**src/rtl/lsxt_defines.svh**
```systemverilog
`ifndef LSXT_DEFINES_SVH
`define LSXT_DEFINES_SVH

// ==========================================================
// Register map
`define LSXT_PIN_LEVEL_ADDR   20'hF208
`define LSXT_INPUT_EN_ADDR    20'hF209

// ==========================================================
// Field positions and reset values
`define LSXT_INPUT_EN_BIT     0
`define LSXT_FIRST_LEVEL_BIT  0
`define LSXT_SECOND_LEVEL_BIT 1
`define LSXT_INPUT_EN_RST     8'h00
`define LSXT_LEVEL_OFF_VAL    2'h0
`define LSXT_RDATA_RST        8'h00

// ==========================================================
// Oscillator mode field codes
`define LSXT_MODE_XTAL        2'h1
`define LSXT_MODE_GPIN        2'h2
`define LSXT_MODE_EXTCLK      2'h3

`endif

```
**src/rtl/lsxt_pkg.sv**
```systemverilog
package lsxt_pkg;

    // ======================================================
    // Pin role, one-hot
    typedef enum logic [3:0] {
        LSXT_ROLE_IDLE   = 4'h1,
        LSXT_ROLE_XTAL   = 4'h2,
        LSXT_ROLE_EXTCLK = 4'h4,
        LSXT_ROLE_GPIN   = 4'h8
    } lsxt_role_t;

endpackage

```
**src/rtl/lsxt_role_dec.sv**
```systemverilog
`timescale 1ns/1ps
`include "lsxt_defines.svh"

module lsxt_role_dec (
    input  wire logic             input_en,
    input  wire logic [1:0]       osc_mode,
    output lsxt_pkg::lsxt_role_t  role,
    output logic                  first_buf_en,
    output logic                  second_buf_en
);

    // ======================================================
    // Role decode
    always_comb begin
        // Enable wins; mismatched modes leave pins idle
        if (input_en) begin
            if (osc_mode == `LSXT_MODE_GPIN) begin
                role = lsxt_pkg::LSXT_ROLE_GPIN;
            end else begin
                role = lsxt_pkg::LSXT_ROLE_IDLE;
            end
        end else if (osc_mode == `LSXT_MODE_XTAL) begin
            role = lsxt_pkg::LSXT_ROLE_XTAL;
        end else if (osc_mode == `LSXT_MODE_EXTCLK) begin
            role = lsxt_pkg::LSXT_ROLE_EXTCLK;
        end else begin
            role = lsxt_pkg::LSXT_ROLE_IDLE;
        end
    end

    // ======================================================
    // Input buffers follow one bit for both pins
    always_comb begin
        first_buf_en  = input_en;
        second_buf_en = input_en;
    end

endmodule // lsxt_role_dec

```
**src/rtl/lsxt_port.sv**
```systemverilog
`timescale 1ns/1ps
`include "lsxt_defines.svh"

// Function
// - Level register bits 1 and 0 show second and first pin levels.
// - Level register is read-only, eight bits, upper six read zero.
// - Enable bit 0 gates both input buffers together; resets to 0.
// - After reset both pin inputs stay disabled until software enables.
// - With inputs enabled, level reads reflect present pin levels.
// - Enable 0 with mode 1 gives both pins to the crystal.
// - Enable 0 with mode 3: second pin clock in, first disabled.
// - Input use needs enable 1 only; interrupt use needs enable 1, mode 2, pin selected.

module lsxt_port (
    input  wire logic        clock,
    input  wire logic        rstn,
    input  wire logic [19:0] sfr_addr,
    input  wire logic        sfr_wr,
    input  wire logic        sfr_rd,
    input  wire logic [7:0]  sfr_wdata,
    output logic      [7:0]  sfr_rdata,
    input  wire logic        osc_mode_field_hi,
    input  wire logic        osc_mode_field_lo,
    input  wire logic [1:0]  ext_irq_select_reg,
    input  wire logic        first_osc_pin,
    input  wire logic        second_osc_pin,
    output logic             first_buf_en,
    output logic             second_buf_en,
    output logic             xtal_osc_en,
    output logic             low_speed_clock_in,
    output logic             ext_irq_in_a,
    output logic             ext_irq_in_b
);

    // ======================================================
    // Declarations
    logic [7:0]           input_en_q;
    logic [7:0]           input_en_d;
    logic [1:0]           level_q;
    logic [1:0]           level_d;
    logic [7:0]           rdata_q;
    logic [7:0]           rdata_d;
    logic [1:0]           osc_mode;
    logic                 both_pin_input_en;
    lsxt_pkg::lsxt_role_t role;

    assign osc_mode          = {osc_mode_field_hi, osc_mode_field_lo};
    assign both_pin_input_en = input_en_q[`LSXT_INPUT_EN_BIT];

    // ======================================================
    // Address decode
    function automatic logic hit(input logic [19:0] a,
                                 input logic [19:0] ref_a);
        hit = (a == ref_a);
    endfunction

    // ======================================================
    // Role decoder
    lsxt_role_dec u_role_dec (
        .input_en      (both_pin_input_en),
        .osc_mode      (osc_mode),
        .role          (role),
        .first_buf_en  (first_buf_en),
        .second_buf_en (second_buf_en)
    );

    // ======================================================
    // Input enable register
    always_comb begin
        input_en_d = input_en_q;
        // Upper bits are storage only
        if (sfr_wr && hit(sfr_addr, `LSXT_INPUT_EN_ADDR)) begin
            input_en_d = sfr_wdata;
        end
    end

    always_ff @(posedge clock or negedge rstn) begin
        if (!rstn) begin
            input_en_q <= `LSXT_INPUT_EN_RST;
        end else begin
            input_en_q <= input_en_d;
        end
    end

    // ======================================================
    // Pin level capture
    always_comb begin
        // Floating pads must not reach software
        if (both_pin_input_en) begin
            level_d = {second_osc_pin, first_osc_pin};
        end else begin
            level_d = `LSXT_LEVEL_OFF_VAL;
        end
    end

    always_ff @(posedge clock or negedge rstn) begin
        if (!rstn) begin
            level_q <= `LSXT_LEVEL_OFF_VAL;
        end else begin
            level_q <= level_d;
        end
    end

    // ======================================================
    // Read data
    always_comb begin
        rdata_d = rdata_q;
        if (sfr_rd) begin
            if (hit(sfr_addr, `LSXT_PIN_LEVEL_ADDR)) begin
                rdata_d = {6'h00, level_q};
            end else if (hit(sfr_addr, `LSXT_INPUT_EN_ADDR)) begin
                rdata_d = input_en_q;
            end else begin
                rdata_d = 8'h00;
            end
        end
    end

    always_ff @(posedge clock or negedge rstn) begin
        if (!rstn) begin
            rdata_q <= `LSXT_RDATA_RST;
        end else begin
            rdata_q <= rdata_d;
        end
    end

    assign sfr_rdata = rdata_q;

    // ======================================================
    // Pin roles toward the clock and interrupt blocks
    always_comb begin
        xtal_osc_en        = 1'b0;
        low_speed_clock_in = 1'b0;
        ext_irq_in_a       = 1'b0;
        ext_irq_in_b       = 1'b0;
        unique case (role)
            lsxt_pkg::LSXT_ROLE_IDLE: begin
                xtal_osc_en = 1'b0;
            end
            lsxt_pkg::LSXT_ROLE_XTAL: begin
                xtal_osc_en = 1'b1;
            end
            lsxt_pkg::LSXT_ROLE_EXTCLK: begin
                // Clock path bypasses the gated buffer
                low_speed_clock_in = second_osc_pin;
            end
            lsxt_pkg::LSXT_ROLE_GPIN: begin
                ext_irq_in_a = level_q[`LSXT_FIRST_LEVEL_BIT]
                               & ext_irq_select_reg[0];
                ext_irq_in_b = level_q[`LSXT_SECOND_LEVEL_BIT]
                               & ext_irq_select_reg[1];
            end
        endcase
    end

    // ======================================================
    // Checks
    a_level_read: assert property (
        @(posedge clock) disable iff (!rstn)
        (sfr_rd && sfr_addr == `LSXT_PIN_LEVEL_ADDR)
        |=> sfr_rdata[1:0] == $past(level_q))
        else $error("Level read does not show pins");

    a_level_upper_zero: assert property (
        @(posedge clock) disable iff (!rstn)
        (sfr_rd && sfr_addr == `LSXT_PIN_LEVEL_ADDR)
        |=> sfr_rdata[7:2] == 6'h00)
        else $error("Level upper bits not zero");

    a_level_no_write: assert property (
        @(posedge clock) disable iff (!rstn)
        (sfr_wr && sfr_addr == `LSXT_PIN_LEVEL_ADDR)
        |=> input_en_q == $past(input_en_q))
        else $error("Level write changed state");

    a_enable_write: assert property (
        @(posedge clock) disable iff (!rstn)
        (sfr_wr && sfr_addr == `LSXT_INPUT_EN_ADDR)
        |=> (first_buf_en == $past(sfr_wdata[0]))
            && (second_buf_en == first_buf_en))
        else $error("Enable write not applied to both pins");

    a_reset_disabled: assert property (
        @(posedge clock)
        $rose(rstn) |-> (!first_buf_en && !second_buf_en
                         && level_q == 2'h0))
        else $error("Inputs enabled after reset");

    a_level_present: assert property (
        @(posedge clock) disable iff (!rstn)
        both_pin_input_en
        |=> level_q == {$past(second_osc_pin), $past(first_osc_pin)})
        else $error("Enabled level is stale");

    a_xtal_role: assert property (
        @(posedge clock) disable iff (!rstn)
        (!both_pin_input_en && osc_mode == `LSXT_MODE_XTAL)
        |-> (xtal_osc_en && !first_buf_en && !second_buf_en
             && !ext_irq_in_a && !ext_irq_in_b))
        else $error("Crystal role wrong");

    a_extclk_role: assert property (
        @(posedge clock) disable iff (!rstn)
        (!both_pin_input_en && osc_mode == `LSXT_MODE_EXTCLK)
        |-> (low_speed_clock_in == second_osc_pin
             && !first_buf_en && !xtal_osc_en))
        else $error("External clock role wrong");

    a_irq_gate: assert property (
        @(posedge clock) disable iff (!rstn)
        (ext_irq_in_a || ext_irq_in_b)
        |-> (both_pin_input_en && osc_mode == `LSXT_MODE_GPIN
             && (ext_irq_in_a ? ext_irq_select_reg[0] : 1'b1)
             && (ext_irq_in_b ? ext_irq_select_reg[1] : 1'b1)))
        else $error("Interrupt input outside its mode");

    a_level_forced: assert property (
        @(posedge clock) disable iff (!rstn)
        !both_pin_input_en |=> level_q == 2'h0)
        else $error("Disabled level not forced");

endmodule // lsxt_port

```
**config.mk**
```make
export PLATFORM = sky130hd
export DESIGN_NAME = lsxt_port
export DESIGN_NICKNAME = d
export VERILOG_FILES = /design/src/rtl/lsxt_pkg.sv /design/src/rtl/lsxt_role_dec.sv /design/src/rtl/lsxt_port.sv
export VERILOG_INCLUDE_DIRS = /design/src /design/src/rtl
export SDC_FILE = /design/constraint.sdc
export NUM_CORES = 1
export LEC_CHECK = 0
export BUFFER_PORTS_ARGS = -buffer_cell sky130_fd_sc_hd__buf_2
export CORE_UTILIZATION = 42
export DETAILED_ROUTE_END_ITERATION = 10
export PLACE_DENSITY = 0.84
export SYNTH_ARGS = -nofsm -noshare
export SYNTH_HDL_FRONTEND = slang
export SYNTH_SLANG_ARGS = --single-unit
```
**constraint.sdc**
```tcl
create_clock -name clock -period 1.1 [get_ports clock]
set_input_delay 0.165 -clock clock [delete_from_list [all_inputs] [get_ports clock]]
set_output_delay 0.165 -clock clock [all_outputs]
set_load 0.1 [all_outputs]
```
==> key figures <==
Timing
  – Slew Limit Fails: 0
  – Unrepaired setup endpoints after global routing: true
  – Setup violators final: 15
  – Worst Skew: 0.000824 ns
  – Crit path time final: 1.53 ns
  – Count of final hold-check violations: 0
  – PnR worst setup slack: -0.427 ns
  – Setup_tns: -3.69 ns
  – Fmax: approximately 660 MHz
  – Worst-Margin Slew: 0.412 ns
  – Relative max-transition margin: slightly above 70%
  – Period utilization: 139%

Setup path
  – Cell family with most CP delay: flip-flops
  – CP startpoint kind: flip-flop
  – Critical path data arrival time: 1.36 ns
  – CP required: 0.94 ns
  – CP Cell Sequence: and3b_1 > and3_4 > buf_12
  – Critical path class: flip-flop to output pin
  – Crit path from: input_en_q[0]$_DFFE_PN0P_
  – CP Capture Type: output pin
  – Critical path's largest stage delay: 0.54 ns
  – WP buf/inv: 1
  – CP max-delay cell: dfrtp_4
  – Worst-path fanout max: 7
  – Critical R2R Launch: input_en_q[0]$_DFFE_PN0P_

Run status
  – Outcome: finished with violations
  – Failing checks: negative setup slack

Logic synthesis
  – Yosys cell types: 21
  – Syn Inst Count: 69
  – Net count after synthesis: 107
  – Sequential area share after synthesis: a little over half
  – Share of the synthesized area in the top cell type: 52.1%
  – Synth cell count leaders: dfrtp_1 (18), inv_1 (14), mux2_4 (8), o22ai_1 (8)
  – Top FF cell, synth: dfrtp_1
  – Post-Syn Area: a little under 900 µm²
  – Yosys reg bits: 18
  – Synth area leaders: dfrtp_1 (52%), mux2_4 (14%), inv_1 (6.1%)
  – Synth area leader: dfrtp_1
  – Syn avg cell area: 12.5 µm²
  – Most numerous cell in the Yosys netlist: dfrtp_1
  – Fraction of registers with async set/reset: 100%
  – Post-synth EDFFs: 0
  – Yosys warnings: 0

Route
  – Vias: 821
  – # DRC: 0
  – Routed length per instance: about 17 µm
  – Vias per cell: about 5.2
  – Antenna viol nets, final: 0
  – Initial DRC count: 18
  – Routed wire length: 2.71 mm
  – DRT Pass-1 Iters: 4

Floorplanning
  – Die H: around 47 µm
  – Initial Util: 44.5%
  – Row cnt: 16
  – Die Wd: 47.4 µm
  – # IOs: between 50 and 60
  – Core box area: 0.00194 mm²
  – Die Area: ~0.0022 mm²

Final layout
  – Final #Nets: 169
  – Layout cells sized above 1: 71.5%
  – Layout fillers: between 100 and 150
  – Storage element area: between 400 and 500 µm²
  – Area Growth Syn to Fin: 80.3%
  – Area of the multi-input gates: 413 µm²
  – Final cell count without fillers: 157
  – Diode count: 0

Min path
  – Min-delay src: first_osc_pin
  – Hold Path Class: input pin to flip-flop

Global route
  – Largest net degree at the start of global routing: 19
  – Total global-route track usage: 24.1%
  – First-pass GRT wire length: between 3 and 4 mm
  – Vias in the first global route: between 800 and 900
  – Initial antenna violation count: 0
  – Congestion Overflow GR: 0

Placed design
  – DP HPWL: 1.74 mm
  – PortBufs: 51
  – Dpl cells: 150
  – GPL Wtd Cong: between 0.6 and 0.7

Clock network
  – Skew-Pair Late Insertion Delay: 0.29 ns
  – H-tree depth: 1
  – CTS tree: done
  – Clock transition at path regs: 0.10 ns
  – CTS buffer count: 3
  – Worst-case clock buffer depth: 2
  – # clock sinks: 18
  – Clk root buf: clkbuf_4

Power and ir drop
  – Clk network pwr share: 32.4%
  – Pint: between 0.0009 and 0.001 W
  – Design Power: 0.00124 W
  – LEAKAGE: 0.708 nW
  – P_sw: 0.000289 W
  – Seq pwr share: 53.4%
  – Sw frac: between 20% and 30%
  – Comb power frac: 14.1%
  – Cell Pwr Density: approximately 800 mW/mm²
  – Max VDD drop: approximately 0.66 mV

Flow run
  – MaxCap Viol Count: 0
==> per-stage QoR <==
| step | hold slack (ns) | util, % | worst slack (ns) | cell area, µm² |
|---|---|---|---|---|
| floorplan | -0.131 | - | -0.571 | 901 |
| global placement | 0.0951 | 72.8 | -0.378 | 1410 |
| detailed placement | 0.109 | 72.8 | -0.438 | 1410 |
| CTS | 0.0938 | 76.8 | -0.428 | 1490 |
| global route | 0.0877 | 80.3 | -0.482 | 1560 |
| finish | 0.0947 | 80.3 | -0.427 | 1560 |
==> final timing paths <==
kind / endpoint / slack (ns) / cells past startpoint
setup / recovery: ext_irq_in_a / -0.43 / 3
max in group asynchronous: input_en_q[0]$_DFFE_PN0P_ / 0.44 / 2
hold reg to reg: input_en_q[6]$_DFFE_PN0P_ / 0.53 / 1
min in group asynchronous: sfr_rdata[0]$_DFFE_PN0P_ / 0.34 / 2
setup reg to reg: sfr_rdata[0]$_DFFE_PN0P_ / -0.08 / 3
hold / removal: level_q[0]$_DFF_PN0_ / 0.09 / 2
==> cell families (layout without fill, tap and decap cells) <==
family	after synthesis	after routing	synth area share [%]
buffers and inverters	17	78	9.70
flip-flops	18	18	52.1
AO/OA/AOI/OAI	8	8	5.79
AND/OR/NAND/NOR	16	16	16.2
multiplexers	10	10	16.2
==> layout make-up <==
cell class                 count  area share [%]
clock buffer                   4            2.33
inverter                      14            3.37
multi-input combinational     34            26.5
sequential                    18            29.8
tap                           27            2.17
timing repair buffer          60            35.9
==> power by group through the flow <==
stage                     logic (W)  registers [W]  clock network (W)
final                      0.000175       0.000661           0.000401
after global routing       0.000184       0.000661           0.000434
after CTS                  0.000161       0.000661           0.000407
after detailed placement   0.000153       0.000674                  0
after global placement     0.000148       0.000674                  0
after floorplan           0.0000454       0.000674                  0
==> timing repair <==
action	CTS	global route
hold endpoints to repair	18	0
setup buffers	2	1
hold buffers	1	0
gates cloned	0	0
resized for setup	3	11
setup endpoints to repair	20	21
pin swaps	5	9
==> sequential cells by signal, indices dropped and copies added (netlist names) <==
name        flops
input_en_q      8
level_q         2
sfr_rdata       8
==> routing by layer <==
layer / global-route usage [%] / part of all wire (%) / routed length [µm] / vias to the layer above
met1: 28.0 / 38 / 1020 / 425
met3: 3.85 / 3.4 / 91 / 6
met5: 0 / 0 / 0 / -
met2: 44.4 / 57 / 1550 / 30
met4: 8.57 / 1.5 / 40 / 0
li1: - / - / - / 360
==> cells in the final DEF, fill, tap and decap left out <==
| cell | instances |
|---|---|
| buf_2 | 35 |
| inv_1 | 14 |
| buf_12 | 14 |
| dfrtp_1 | 9 |
| mux2_4 | 8 |
| dfrtp_2 | 8 |
| o22ai_2 | 5 |
| buf_6 | 5 |
| buf_4 | 5 |
| clkbuf_4 | 3 |
| and3_4 | 2 |
| and2_1 | 2 |
| mux2i_1 | 2 |
| o22ai_1 | 2 |
| and3b_1 | 1 |
| and4b_2 | 1 |
| nor3b_4 | 1 |
| nor4b_4 | 1 |
| nor4_4 | 1 |
| and4bb_1 | 1 |
| nor3_1 | 1 |
| and4b_1 | 1 |
| and4_1 | 1 |
| and4_4 | 1 |
| nand4_1 | 1 |
| o22ai_4 | 1 |
| nand3_1 | 1 |
| clkbuf_8 | 1 |
| dlygate4sd3_1 | 1 |
| dfrtp_4 | 1 |
==> worst register-to-register path, delay by kind of cell, from the launching register on <==
| family | cells | cell delay (ns) |
|---|---|---|
| buffers and inverters | 1 | 0.16 |
| DFF | 1 | 0.54 |
| muxes | 1 | 0.22 |
| AOI/OAI and AO/OA | 1 | 0.14 |
(Power assumes the default switching activity.)
